**config.mk**
```make
export PLATFORM = sky130hd
export DESIGN_NAME = ifeb_bank
export DESIGN_NICKNAME = d
export VERILOG_FILES = /design/src/rtl/ifeb_pkg.sv /design/src/rtl/ifeb_nib_if.sv /design/src/rtl/ifeb_bank.sv /design/src/rtl/ifeb_slice.sv
export SDC_FILE = /design/constraint.sdc
export NUM_CORES = 1
export LEC_CHECK = 0
export BUFFER_PORTS_ARGS = -buffer_cell sky130_fd_sc_hd__buf_2
export CAP_MARGIN = 5
export CORE_UTILIZATION = 43
export DETAILED_ROUTE_END_ITERATION = 16
export PLACE_DENSITY = 0.76
export SETUP_SLACK_MARGIN = 0.15
export SKIP_CTS_REPAIR_TIMING = 1
export SLEW_MARGIN = 30
export SYNTH_ARGS = -nofsm -noshare
export SYNTH_HDL_FRONTEND = slang
export SYNTH_SLANG_ARGS = --single-unit
```
**constraint.sdc**
```tcl
create_clock -name clk_sys -period 1.5 [get_ports clk_sys]
set_clock_uncertainty 0.15 [all_clocks]
set_input_delay 0.15 -clock clk_sys [delete_from_list [all_inputs] [get_ports clk_sys]]
set_output_delay 0.15 -clock clk_sys [all_outputs]
set_load 0.01 [all_outputs]
```
**src/rtl/ifeb_pkg.sv**
```systemverilog
// Constants and types shared by the interrupt flag and enable bank.
// Assumes a 32-bit APB master and one 100 MHz system clock.
package ifeb_pkg;
	// ==========================================================
	// Register byte offsets
	localparam logic [11:0] IFEB_OFF_CTRL_TWO = 12'h000;
	localparam logic [11:0] IFEB_OFF_CTRL_THREE = 12'h004;
	localparam logic [11:0] IFEB_OFF_MULTI_ZERO = 12'h008;
	localparam logic [11:0] IFEB_OFF_MULTI_ONE = 12'h00C;
	localparam logic [11:0] IFEB_OFF_GLOBAL = 12'h010;
	localparam logic [11:0] IFEB_OFF_STATUS = 12'h014;
	localparam logic [11:0] IFEB_OFF_MASK = 12'h018;
	// ==========================================================
	// Field layout of the four flag and enable registers
	localparam int IFEB_FLAG_LSB = 4;
	localparam int IFEB_NIB = 4;
	localparam int IFEB_NREG = 4;
	localparam int IFEB_NSRC = 16;
	localparam logic [7:0] IFEB_REG_RESET = 8'h00;
	localparam logic [3:0] IFEB_NIB_RESET = 4'h0;
	// Bank indices
	localparam int IFEB_R_CTRL_TWO = 0;
	localparam int IFEB_R_CTRL_THREE = 1;
	localparam int IFEB_R_MULTI_ZERO = 2;
	localparam int IFEB_R_MULTI_ONE = 3;
	// ==========================================================
	// Event status bits
	localparam int IFEB_ST_REQ = 0;
	localparam int IFEB_ST_ERR = 1;
	localparam logic [1:0] IFEB_ST_RESET = 2'h0;
	localparam logic [31:0] IFEB_ZERO32 = 32'h00000000;
endpackage : ifeb_pkg

```
**src/rtl/ifeb_nib_if.sv**
```systemverilog
// Interface between the bank top and one four-source register slice.
// Assumes the slice and the top share clk_sys.
`timescale 1ns/1ps
interface ifeb_nib_if;
	// Bus write strobe and data for this slice
	logic wrEn;
	logic [7:0] wrData;
	// Source events and register value
	logic [3:0] events;
	logic [7:0] regValue;
	// Top side drives writes and events
	modport top (output wrEn, output wrData, output events, input regValue);
	// Slice side keeps flags and enables
	modport slice (input wrEn, input wrData, input events, output regValue);
endinterface : ifeb_nib_if

```
**src/rtl/ifeb_bank.sv**
```systemverilog
// Interrupt request flag and enable bank for four 8-bit registers.
// Assumes APB from the core and event pulses from peripherals on clk_sys.
// Functional notes
// - Ctrl two: bit7 group0 flag, bit3 enable
// - Ctrl two: bit6 pin B flag, bit2 enable
// - Ctrl two: bits5,4 overvolt6/5 flags, bits1,0 enables
// - Ctrl three: bits7-4 group4..1 flags
// - Ctrl three: bits3-0 group4..1 enables
// - Multi zero: bit7 converter flag, bit3 enable
// - Multi zero: bit6 timebase0 flag, bit2 enable
// - Multi zero: bit5 duty flag, bit1 enable
// - Multi zero: bit4 period flag, bit0 enable
// - Multi one: bits7,6 overvolt1/0 flags, bits3,2 enables
// - Multi one: bit5 timer A flag, bit1 enable
// - Multi one: bit4 timer P flag, bit0 enable
// - Event sets flag regardless of enable
// - Interrupt taken only if flag and enable
// - Global enable zero blocks srcIrqReq and coreIrq; irq still follows masked status
//
// The address map and the APB interface to the registers were left to the implementer.
`timescale 1ns/1ps
module ifeb_bank
	import ifeb_pkg::*;
(
	// Clock and reset
	input wire logic clk_sys,
	input wire logic resetn,
	// APB slave
	input wire logic psel,
	input wire logic penable,
	input wire logic pwrite,
	input wire logic [11:0] paddr,
	input wire logic [31:0] pwdata,
	input wire logic [3:0] pstrb,
	output logic [31:0] prdata,
	output logic pready,
	output logic pslverr,
	// Control-two sources
	input wire logic group0Event,
	input wire logic extPinBEvent,
	input wire logic overvolt6Event,
	input wire logic overvolt5Event,
	// Control-three sources
	input wire logic group4Event,
	input wire logic group3Event,
	input wire logic group2Event,
	input wire logic group1Event,
	// Multi-zero sources
	input wire logic converterDoneEvent,
	input wire logic timebaseZeroEvent,
	input wire logic dutyMatchEvent,
	input wire logic periodMatchEvent,
	// Multi-one sources
	input wire logic overvolt1Event,
	input wire logic overvolt0Event,
	input wire logic periodicTimerAEvent,
	input wire logic periodicTimerPEvent,
	// Requests to the core
	output logic [15:0] srcIrqReq,
	output logic coreIrq,
	output logic irq
);
	// ==========================================================
	// Bus decode
	logic apbWrite; // Write access completes
	logic apbRead; // Read access completes
	logic hitCtrlTwo, hitCtrlThree, hitMultiZero, hitMultiOne;
	logic hitGlobal, hitStatus, hitMask;
	logic hitAny; // Address is mapped
	logic lane0; // Byte lane 0 written
	assign apbWrite = psel & penable & pwrite;
	assign apbRead = psel & penable & ~pwrite;
	assign hitCtrlTwo = (paddr == IFEB_OFF_CTRL_TWO);
	assign hitCtrlThree = (paddr == IFEB_OFF_CTRL_THREE);
	assign hitMultiZero = (paddr == IFEB_OFF_MULTI_ZERO);
	assign hitMultiOne = (paddr == IFEB_OFF_MULTI_ONE);
	assign hitGlobal = (paddr == IFEB_OFF_GLOBAL);
	assign hitStatus = (paddr == IFEB_OFF_STATUS);
	assign hitMask = (paddr == IFEB_OFF_MASK);
	assign hitAny = hitCtrlTwo | hitCtrlThree | hitMultiZero | hitMultiOne | hitGlobal | hitStatus | hitMask;
	// Registers are one byte wide, so only lane 0 carries data
	assign lane0 = pstrb[0];

	// Zero wait states; unmapped address answers with an error
	assign pready = 1'b1;
	assign pslverr = psel & penable & ~hitAny;

	// ==========================================================
	// Slices: the event nibble maps bit 3 to flag bit 7 down to bit 0 to flag bit 4
	ifeb_nib_if nibs [IFEB_NREG] ();
	logic [3:0] evtNib [IFEB_NREG]; // Events per register
	logic [IFEB_NREG-1:0] regHit; // Address hit per register
	logic [7:0] regVal [IFEB_NREG]; // Register read values
	assign evtNib[IFEB_R_CTRL_TWO] = {group0Event, extPinBEvent, overvolt6Event, overvolt5Event};
	assign evtNib[IFEB_R_CTRL_THREE] = {group4Event, group3Event, group2Event, group1Event};
	assign evtNib[IFEB_R_MULTI_ZERO] = {converterDoneEvent, timebaseZeroEvent, dutyMatchEvent,
		periodMatchEvent};
	assign evtNib[IFEB_R_MULTI_ONE] = {overvolt1Event, overvolt0Event, periodicTimerAEvent,
		periodicTimerPEvent};
	assign regHit = {hitMultiOne, hitMultiZero, hitCtrlThree, hitCtrlTwo};

	genvar gi;
	generate
		for (gi = 0; gi < IFEB_NREG; gi++) begin : gSlice
			// Write strobe and data into each slice
			assign nibs[gi].wrEn = apbWrite & regHit[gi] & lane0;
			assign nibs[gi].wrData = pwdata[7:0];
			assign nibs[gi].events = evtNib[gi];
			assign regVal[gi] = nibs[gi].regValue;
			ifeb_slice uSlice (
				.clk_sys(clk_sys),
				.resetn(resetn),
				.nib(nibs[gi])
			);
		end
	endgenerate

	// ==========================================================
	// Global enable, held in its own register
	logic globalIrqEnable_q; // Global interrupt enable
	always_ff @(posedge clk_sys or negedge resetn) begin
		if (!resetn) begin
			globalIrqEnable_q <= 1'b0;
		end else if (apbWrite & hitGlobal & lane0) begin
			globalIrqEnable_q <= pwdata[0];
		end
	end

	// ==========================================================
	// Per-source requests: flag and enable together
	logic [15:0] flagsAll; // All request flags
	logic [15:0] enablesAll; // All enables
	logic [15:0] srcReq; // Flag and enable per source
	assign flagsAll = {regVal[3][7:4], regVal[2][7:4], regVal[1][7:4], regVal[0][7:4]};
	assign enablesAll = {regVal[3][3:0], regVal[2][3:0], regVal[1][3:0], regVal[0][3:0]};
	assign srcReq = flagsAll & enablesAll;
	// Gated by the global enable so the core never sees a blocked source
	assign srcIrqReq = globalIrqEnable_q ? srcReq : 16'h0000;
	assign coreIrq = |srcIrqReq;

	// ==========================================================
	// Event status: request rising edge and bad bus access
	logic coreIrqPrev_q; // Previous core request level
	logic [1:0] evtStat_q, evtStat_d; // Sticky status
	logic [1:0] evtMask_q; // Interrupt mask
	logic [1:0] evtSet; // New events
	logic [1:0] evtClr; // Write-one-to-clear
	assign evtSet = {pslverr, coreIrq & ~coreIrqPrev_q};
	assign evtClr = (apbWrite & hitStatus & lane0) ? pwdata[1:0] : IFEB_ST_RESET;
	// Set wins over a clear in the same cycle
	assign evtStat_d = (evtStat_q & ~evtClr) | evtSet;
	assign irq = |(evtStat_q & evtMask_q);

	// Status, mask and edge history
	always_ff @(posedge clk_sys or negedge resetn) begin
		if (!resetn) begin
			evtStat_q <= IFEB_ST_RESET;
			evtMask_q <= IFEB_ST_RESET;
			coreIrqPrev_q <= 1'b0;
		end else begin
			evtStat_q <= evtStat_d;
			coreIrqPrev_q <= coreIrq;
			if (apbWrite & hitMask & lane0) begin
				evtMask_q <= pwdata[1:0];
			end
		end
	end

	// ==========================================================
	// Read mux; upper bits read as zero
	logic [31:0] rdMux; // Selected read word
	assign rdMux = hitCtrlTwo ? {24'h000000, regVal[IFEB_R_CTRL_TWO]} :
		hitCtrlThree ? {24'h000000, regVal[IFEB_R_CTRL_THREE]} :
		hitMultiZero ? {24'h000000, regVal[IFEB_R_MULTI_ZERO]} :
		hitMultiOne ? {24'h000000, regVal[IFEB_R_MULTI_ONE]} :
		hitGlobal ? {31'h00000000, globalIrqEnable_q} :
		hitStatus ? {30'h00000000, evtStat_q} :
		hitMask ? {30'h00000000, evtMask_q} : IFEB_ZERO32;
	// Read data are sampled in the setup cycle so they stand through the access
	logic [31:0] rdata_q;
	always_ff @(posedge clk_sys or negedge resetn) begin
		if (!resetn) begin
			rdata_q <= IFEB_ZERO32;
		end else if (psel & ~penable & ~pwrite) begin
			rdata_q <= rdMux;
		end
	end
	// Zero outside a read access
	assign prdata = apbRead ? rdata_q : IFEB_ZERO32;
endmodule : ifeb_bank

```
**src/rtl/ifeb_slice.sv**
```systemverilog
// One 8-bit request and enable register: flags high, enables low.
// Assumes events are one-cycle pulses or levels on clk_sys.
`timescale 1ns/1ps
module ifeb_slice
	import ifeb_pkg::*;
(
	// Clock and reset
	input wire logic clk_sys,
	input wire logic resetn,
	// Register access
	ifeb_nib_if.slice nib
);
	// ==========================================================
	// Storage
	logic [3:0] flag_q, flag_d; // Request flags
	logic [3:0] enable_q; // Enables

	// Software write sets value; a hardware event always wins
	assign flag_d = (nib.wrEn ? nib.wrData[IFEB_FLAG_LSB +: IFEB_NIB] : flag_q) | nib.events;
	assign nib.regValue = {flag_q, enable_q};

	// ==========================================================
	// Flag and enable registers
	always_ff @(posedge clk_sys or negedge resetn) begin
		if (!resetn) begin
			flag_q <= IFEB_NIB_RESET;
			enable_q <= IFEB_NIB_RESET;
		end else begin
			flag_q <= flag_d;
			// Enables change only by software
			if (nib.wrEn) begin
				enable_q <= nib.wrData[IFEB_NIB-1:0];
			end
		end
	end
endmodule : ifeb_slice

```
Yosys cells after proc, flatten, opt, wreduce, memory -nomap -nowiden
Cells that the tools add are included.
- register bits: 70
- input bits: 69
- output and inout port bits: 52
- multiplexer cells: 14
- equality and inequality tests: 6
- bitwise gates (word level): 40
- reduce and logical (&&, ||, !) cells: 3
- operator list (cell ; number):
    $eq A12 B5 Y1 const B ; 3
    $mux W32 ; 1
    $mux W8 ; 4
    $eq A12 B4 Y1 const B ; 2
    $and A1 B1 Y1 ; 21
    $and A16 B16 Y16 ; 1
    $mux W16 ; 1
    $mux W4 ; 4
    $or A4 B4 Y4 ; 4
    $reduce_or A16 Y1 ; 1
    $eq A12 B3 Y1 const B ; 1
    $logic_not A12 Y1 ; 1
    $mux W2 ; 4
    $or A1 B1 Y1 ; 6
    $and A2 B2 Y2 ; 2
    $not A1 Y1 ; 4
    $not A2 Y2 ; 1
    $or A2 B2 Y2 ; 1
    $reduce_or A2 Y1 ; 1

Longest topological paths before layout
Gate-level depths: netlist (run 1).
- depth in word-level cells: 10
- depth in mapped cells: 6
- depth with buffers taken out: 4

Hierarchy
A second synthesis (run 1) with hierarchy kept.
- cells, all modules: 259
- area, all modules: 2676.3 sq um
- by module, submodules not included (module ; area each (sq um) ; seq. area each (sq um) ; instances ; cells each):
    ifeb_bank ; 1410.1 ; 350.3 ; 1 ; 175
    ifeb_slice ; 316.6 ; 200.2 ; 4 ; 21

Least setup slack after synthesis (run 1)
No wires, ideal clock.
- kind: input port to flip-flop
- start point: input paddr[9]
- end point: register gSlice[1].uSlice.enable_q[0]
- stages: 5
- setup slack: -0.298 ns
- library setup time: 0.125 ns
- data arrival time: 1.523 ns
- data required time: 1.225 ns
- cells stage by stage: or3_2 > nor3_4 > and3_1 > buf_6 > mux2_4
- word-level cells in the longest chain between the ends: 3
- RTL lines (element ; RTL line ; source):
    from (decl) ; ifeb_bank.sv:32 ; input wire logic [11:0] paddr,
    $eq A12 B3 Y1 ; ifeb_bank.sv:74 ; assign hitCtrlThree = (paddr == IFEB_OFF_CTRL_THREE);
    $and A1 B1 Y1 (2 in series) ; ifeb_bank.sv:106 ; assign nibs[gi].wrEn = apbWrite & regHit[gi] & lane0;
    to (signal assigned) ; ifeb_slice.sv:32 ; enable_q <= nib.wrData[IFEB_NIB-1:0];
    to (decl) ; ifeb_slice.sv:16 ; logic [3:0] enable_q;
No other way between the ends.
A chain may end at the register's enable or synchronous reset.

Worst setup path in the final report (run 1)
- start point: register gSlice[0].uSlice.flag_q[3]
- end point: output coreIrq
- word-level cells in the longest chain between the ends: 3
- RTL lines (element ; RTL line ; source):
    from (decl) ; ifeb_slice.sv:15 ; logic [3:0] flag_q, flag_d;
    from (signal assigned) ; ifeb_slice.sv:29 ; flag_q <= flag_d;
    $and A16 B16 Y16 ; ifeb_bank.sv:136 ; assign srcReq = flagsAll & enablesAll;
    $mux W16 ; ifeb_bank.sv:138 ; assign srcIrqReq = globalIrqEnable_q ? srcReq : 16'h0000;
    $reduce_or A16 Y1 ; ifeb_bank.sv:139 ; assign coreIrq = |srcIrqReq;
    to (decl) ; ifeb_bank.sv:60 ; output logic coreIrq,
No other way between the ends.

==> implementation parameters, run 1 <==
Parameter                              Value

Die
  Placement Rows    29
  Initial core utilization    0.446
  Core ar.    6350 sq um
  Die Height    83.1 microns
  Die Wd    slightly above 80 microns
  # IOs    121
  Die footprint    6910 sq um

Min path
  Number of cells traversed by the worst hold path    3
  Hold Path Sink    gSlice[0].uSlice.flag_q[1]
  Source of the worst hold timing path    overvolt6Event
  Worst min-delay path category    input pin to flop

Synthesis
  Gate Count Post-Synth    283
  Most instantiated flip-flop cell in the synthesis netlist    sky130_fd_sc_hd__dfrtp_1
  Avg Synthesized Cell Area    10.0 sq um
  Number of distinct library cells after synthesis    52
  Synth warnings    0
  Synthesized cell area    2830 sq um
  Cell type contributing the most total cell area after synthesis    sky130_fd_sc_hd__dfrtp_1
  Post-synthesis register bit count    46
  Seq/Total Area, Yosys    0.407
  Cell types with the largest area share after synthesis    sky130_fd_sc_hd__dfrtp_1 (41%), sky130_fd_sc_hd__buf_4 (6.6%), sky130_fd_sc_hd__mux2_2 (4.4%)
  Number of enable flip-flop cells after synthesis    0
  Async SR Flop Fraction    1.00
  Fraction of synthesized cell area taken by the top area cell type    0.407

Timing
  Minimum hold slack    -0.0319 ns
  Final period util    1.33
  Max Clk Rate    ~0.5 GHz
  Setup repair after global routing missed its margin    yes
  Hold Vio Cnt, Final    2
  Number of max-slew violations in the final report    0
  Number of endpoints failing setup at the final stage    48
  Final critical delay including setup and external delays    2.00 ns
  Worst-Margin Slew    between 0.5 and 0.6 ns
  Final worst slack    -0.501 ns
  Setup tns final    -6.96 ns
  Remaining max-slew budget at the tightest pin    0.609

Placed design
  Placed Area    between 3000 and 4000 sq um
  # port buffers    68
  Detailed-placement wirelength estimate    between 7000 and 8000 microns
  Pre-CTS WS    -0.519 ns
  Final RePlAce weighted congestion    0.967

Drt
  Met1 Wirelength    4090 microns
  Avg WL per Cell    20.8 microns
  Total number of vias    around 3200
  Length of routed met3 wiring    915 microns
  Final ANT Viol Nets    0
  Iter 0 DRT Violations    245
  Met2 Routed Length    roughly 5800 microns
  Detailed-route DRC error count    0
  Via-to-Cell Ratio    5.81
  Highest routing layer actually used    met4
  1st-pass router iterations    5
  Detailed-route wire length    11300 microns

Clock network
  CTS Root Cell    sky130_fd_sc_hd__clkbuf_8
  Buffers from clock root to sink, at most    2
  Later-pin clock latency in the skew report    0.31 ns
  TritonCTS clock tree    yes
  H-Tree Depth    2
  Sink count of the clock tree    46
  Clock-pin slew of the registers on the worst-case setup and hold paths    0.09 ns
  Clock buffers created by TritonCTS    5

GRT
  Initial antenna violation count    0
  Remaining global-route overflow    0
  Via count of the first global-routing pass    2834
  First-pass GRT wire length    ~14000 microns
  Overall global routing resource usage    0.265
  Maximum number of pins on one net before global-route repair    47

Cells and area
  Relative area change from synthesis to final layout    67.4%
  Cell area after layout    4730 sq um
  Commonest non-fill, non-tap cell in the layout    sky130_fd_sc_hd__buf_4
  Layout cell share with drive strength beyond 1    0.569
  Post-layout util    0.746
  Most frequent cells in the layout    sky130_fd_sc_hd__buf_4 (78), sky130_fd_sc_hd__buf_2 (50), sky130_fd_sc_hd__dfrtp_1 (45), sky130_fd_sc_hd__buf_6 (39), sky130_fd_sc_hd__conb_1 (25)
  Total number of nets in the final design    534
  Number of diodes    0

Critical path
  Required time at the worst-slack endpoint    1.20 ns
  Crit start category    flop
  Arrival time at the worst endpoint    1.70 ns
  Setup slack of the most critical reg-to-reg path    -0.13 ns
  Category of the critical setup timing path    flop to primary output
  Critical path capture point type    primary output
  Length in cells of the worst reg-to-reg path    5
  Crit Path Max Fanout    2
  RR Startpoint    gSlice[0].uSlice.flag_q[3]
  End of the worst register-to-register path    coreIrqPrev_q

Run
  Max cap viols    0

Power and ir drop
  P per Cell Area    about 520 nW/um^2
  Leakage power    approximately 2.3 nW
  Maximum resistive drop on vdd    roughly 0.42 mV

Run status
  Result of the run    complete, but fails checks
  Violations in the final reports    hold timing, setup timing
==> report_power, final <==
part	total, mW	internal [mW]	switching [mW]
Combinational	0.420	0.183	0.236
Clock	0.804	0.373	0.432
Sequential	1.24	1.24	0.000445
==> flip-flops by register name, summed over array words and instances, names as in the netlist <==
| signal | cells |
|---|---|
| globalIrqEnable_q | 1 |
| evtMask_q | 2 |
| evtStat_q | 2 |
| gSlice.uSlice.flag_q | 16 |
| coreIrqPrev_q | 1 |
| rdata_q | 8 |
| gSlice.uSlice.enable_q | 16 |
==> per-layer routing <==
metal,GRT usage,vias to the layer above
met5,0,-
met4,0.116,0
met3,0.0388,50
met2,0.442,232
met1,0.342,1525
li1,-,1347
==> Yosys cell counts (all sizes together) (2+ instances only) <==
master,n
dfrtp,46
buf,31
nand2,22
nor2,20
mux2,19
and3,18
o31ai,14
and2,9
mux2i,9
a22oi,8
clkbuf,7
nand4,7
o21ai,7
a21o,6
inv,6
a31oi,5
o21a,5
a211o,4
a31o,4
nand3,4
nor3,4
o211ai,4
and4,3
conb,2
nor2b,2
nor4,2
==> worst max-delay path by stage <==
stage	start	to	depth (start not counted)
2_1_floorplan	paddr[10]	gSlice[2].uSlice.enable_q[0]	5
3_3_place_gp	paddr[10]	gSlice[2].uSlice.enable_q[3]	6
3_5_place_dp	paddr[10]	gSlice[2].uSlice.enable_q[3]	6
4_1_cts	gSlice[2].uSlice.enable_q[0]	coreIrq	5
5_1_grt	gSlice[0].uSlice.flag_q[2]	coreIrq	5
6_report	gSlice[0].uSlice.flag_q[3]	coreIrq	5
==> layout make-up <==
| type | instances | area [sq um] |
|---|---|---|
| Clock buffer | 7 | 86.3 |
| Inverter | 7 | 26.3 |
| Multi-Input combinational cell | 215 | 1820 |
| Timing Repair Buffer | 190 | 1550 |
| Sequential cell | 46 | 1150 |
| Tap cell | 77 | 96.3 |
| Fill cell | 400 | 1620 |
| Clock inverter | 1 | 5.00 |
==> through the flow <==
step                total power, mW  std cells
global route                   2.53        543
floorplan                      1.43        306
finish                         2.46        543
global placement               1.59        500
detailed placement             1.60        500
CTS                            2.38        508
==> kinds of logic after synthesis <==
| family | count (synthesis) | share of synthesized area |
|---|---|---|
| buffers and inverters | 45 | 0.100 |
| AND/OR/NAND/NOR | 97 | 0.201 |
| other | 2 | 0.00265 |
| AO/OA/AOI/OAI | 65 | 0.171 |
| multiplexers | 28 | 0.118 |
| flip-flops | 46 | 0.407 |
==> worst max-delay path, cell delays in order, from the launching register on <==
cell and delay (ns):
sky130_fd_sc_hd__dfrtp_1 0.40, sky130_fd_sc_hd__a22oi_1 0.22, sky130_fd_sc_hd__nand2_1 0.12, sky130_fd_sc_hd__o41ai_4 0.40
sky130_fd_sc_hd__inv_1 0.10, sky130_fd_sc_hd__buf_2 0.15
No activity file was read; power rests on OpenSTA's default activity.
==> inputs of run 2 (changes only) <==
--- a/config.mk
+++ b/config.mk
@@ -5,11 +5,12 @@
 export SDC_FILE = /design/constraint.sdc
 export NUM_CORES = 1
 export LEC_CHECK = 0
-export BUFFER_PORTS_ARGS = -buffer_cell sky130_fd_sc_hd__buf_2
+export ABC_AREA = 1
 export CAP_MARGIN = 5
-export CORE_UTILIZATION = 43
+export CORE_UTILIZATION = 55
 export DETAILED_ROUTE_END_ITERATION = 16
-export PLACE_DENSITY = 0.76
+export DONT_BUFFER_PORTS = 1
+export PLACE_DENSITY = 0.73
 export SETUP_SLACK_MARGIN = 0.15
 export SKIP_CTS_REPAIR_TIMING = 1
 export SLEW_MARGIN = 30
==> run 2 against run 1 <==
Net effect:
- critical path type unchanged
- critical path depth increased by 2
- first-iteration DRC count decreased by 21%
- clock-buffer cell count increased by 1
- die area decreased by 23%
- the flow still finishes with violations (hold timing, setup timing)
- final area decreased by 25%
==> implementation parameters, run 2 <==
Parameter                              Value

Drt
  Avg WL per Cell    ~15 microns
  Final ANT Viol Nets    0
  1st-pass router iterations    4
  Iter 0 DRT Violations    193
  Total number of vias    between 2000 and 3000
  Via-to-Cell Ratio    5.38
  Detailed-route wire length    7530 microns
  Detailed-route DRC error count    0

Timing
  Number of endpoints failing setup at the final stage    13
  Hold Vio Cnt, Final    46
  Max Clk Rate    0.521 GHz
  Final period util    1.28
  Final worst slack    -0.418 ns
  Minimum hold slack    -0.615 ns
  Setup repair after global routing missed its margin    yes
  Number of max-slew violations in the final report    0
  Final critical delay including setup and external delays    ~1.9 ns

Cells and area
  Relative area change from synthesis to final layout    29.9%
  Post-layout util    0.752
  Number of standard cells in the layout, taps in and fillers out    509
  Commonest non-fill, non-tap cell in the layout    sky130_fd_sc_hd__nand2_1
  Number of diodes    0
  Layout cell share with drive strength beyond 1    0.262
  Largest registers    gSlice.uSlice.enable_q x16, gSlice.uSlice.flag_q x16, rdata_q x8
  Most frequent cells in the layout    sky130_fd_sc_hd__nand2_1 (79), sky130_fd_sc_hd__dfrtp_1 (46), sky130_fd_sc_hd__buf_4 (39), sky130_fd_sc_hd__nand3_1 (33), sky130_fd_sc_hd__o21ai_0 (31)
  Total number of nets in the final design    510
  Fill cell count    343

Synthesis
  Gate Count Post-Synth    between 300 and 400
  Seq/Total Area, Yosys    0.418
  Number of enable flip-flop cells after synthesis    0
  Cell types with the largest area share after synthesis    sky130_fd_sc_hd__dfrtp_1 (42%), sky130_fd_sc_hd__nand2_1 (11%), sky130_fd_sc_hd__nand3_1 (7.6%)
  Cell type contributing the most total cell area after synthesis    sky130_fd_sc_hd__dfrtp_1
  Avg Synthesized Cell Area    7.42 sq um
  Fraction of synthesized cell area taken by the top area cell type    0.418
  Most instantiated flip-flop cell in the synthesis netlist    sky130_fd_sc_hd__dfrtp_1
  Synth warnings    0
  Async SR Flop Fraction    1.00
  Top-count cell post-synth    sky130_fd_sc_hd__nand2_1
  Number of distinct library cells after synthesis    30
  Synthesized cell area    2750 sq um
  Post-synthesis register bit count    46
  Synth top cells by count    sky130_fd_sc_hd__nand2_1 (79), sky130_fd_sc_hd__dfrtp_1 (46), sky130_fd_sc_hd__inv_1 (45)

GRT
  Initial antenna violation count    0
  Maximum number of pins on one net before global-route repair    47
  Overall global routing resource usage    0.277
  Remaining global-route overflow    0
  First-pass GRT wire length    between 10000 and 15000 microns
  Via count of the first global-routing pass    2352

Clock network
  Clock-pin slew of the registers on the worst-case setup and hold paths    approximately 0.080 ns
  Clock buffers created by TritonCTS    5
  Later-pin clock latency in the skew report    around 0.3 ns
  Buffers from clock root to sink, at most    2
  H-Tree Depth    2
  TritonCTS clock tree    yes
  CTS Root Cell    sky130_fd_sc_hd__clkbuf_8
  Sink count of the clock tree    46

Critical path
  Critical path capture point type    primary output
  Required time at the worst-slack endpoint    1.20 ns
  Category of the critical setup timing path    flop to primary output
  Arrival time at the worst endpoint    ~1.6 ns
  Crit start category    flop
  Crit Path Max Fanout    5

Power and ir drop
  P per Cell Area    641 nW/um^2
  Power Total    2.29 mW
  Maximum resistive drop on vdd    0.636 mV
  Leakage power    1.76 nW

Run
  Max cap viols    0

Placed design
  Final RePlAce weighted congestion    0.843
  Pre-CTS WS    -0.110 ns
  Inst Count DP    472
  Detailed-placement wirelength estimate    slightly above 5000 microns
  # port buffers    0

Die
  Core ar.    4750 sq um
  # IOs    121
  Die footprint    around 5300 sq um
  Die Wd    between 70 and 80 microns
  Initial core utilization    0.579
  Die Height    between 70 and 80 microns
  Placement Rows    25

Run status
  Result of the run    complete, but fails checks
  Violations in the final reports    hold timing, setup timing

Min path
  Worst min-delay path category    input pin to async pin
## run 2: cell count changes after synthesis, moves of 18 or more
cell,delta
sky130_fd_sc_hd__and3_1,-18
sky130_fd_sc_hd__inv_1,+39
sky130_fd_sc_hd__nand2_1,+57
sky130_fd_sc_hd__nand3_1,+39
sky130_fd_sc_hd__o21ai_0,+24
## run 2: final timing paths
path / start / end / slack (ns) / depth (start not counted)
setup / recovery: globalIrqEnable_q / coreIrq / -0.42 / 7
hold / removal: resetn / rdata_q[0] / -0.62 / 0
setup reg to reg: globalIrqEnable_q / evtStat_q[0] / -0.10 / 7
hold reg to reg: coreIrqPrev_q / evtStat_q[0] / 0.29 / 1
max in group asynchronous: resetn / gSlice[1].uSlice.flag_q[3] / 1.70 / 0
min in group clk_sys: penable / rdata_q[0] / 0.04 / 4
## run 2: through the flow
step                cell area, sq um  setup TNS (ns)
floorplan                       2880               0
global placement                3050          -0.189
detailed placement              3050          -0.291
CTS                             3160           -1.02
global route                    3570           -2.44
finish                          3570           -1.52
## run 2: layout make-up
type | count | area [sq um] | share of cell area
well taps | 67 | 83.8 | 0.0235
multi-input cells | 265 | 1400 | 0.391
flip-flops and latches | 46 | 1150 | 0.322
inverters | 50 | 190 | 0.0532
repair buffers | 73 | 639 | 0.179
clock buffers | 8 | 110 | 0.0308
## run 2: where the power goes
group | internal, mW | switching, mW | total, mW
sequential | 1.24 | 0.000630 | 1.24
combinational | 0.0695 | 0.101 | 0.171
clock | 0.466 | 0.412 | 0.878
## run 2: per-layer routing
metal / GRT usage / vias up / routed length [microns]
met3: 0.0566 / 20 / 487
li1: - / 1288 / -
met1: 0.360 / 1309 / 2940
met4: 0.0828 / 0 / 198
met2: 0.468 / 123 / 3900
met5: 0 / - / 0
## run 2: cell families after synthesis
family	synth area share
AO/OA/AOI/OAI	0.125
buffers and inverters	0.152
flip-flops	0.418
other	0.00273
AND/OR/NAND/NOR	0.302
## run 2: critical path, stage by stage (launching register included)
cell and delay, ns:
sky130_fd_sc_hd__dfrtp_1 0.42, sky130_fd_sc_hd__buf_6 0.15, sky130_fd_sc_hd__nand3_1 0.09, sky130_fd_sc_hd__inv_2 0.06
sky130_fd_sc_hd__nor4_4 0.24, sky130_fd_sc_hd__nand2_1 0.13, sky130_fd_sc_hd__nor2_2 0.15, sky130_fd_sc_hd__inv_2 0.07
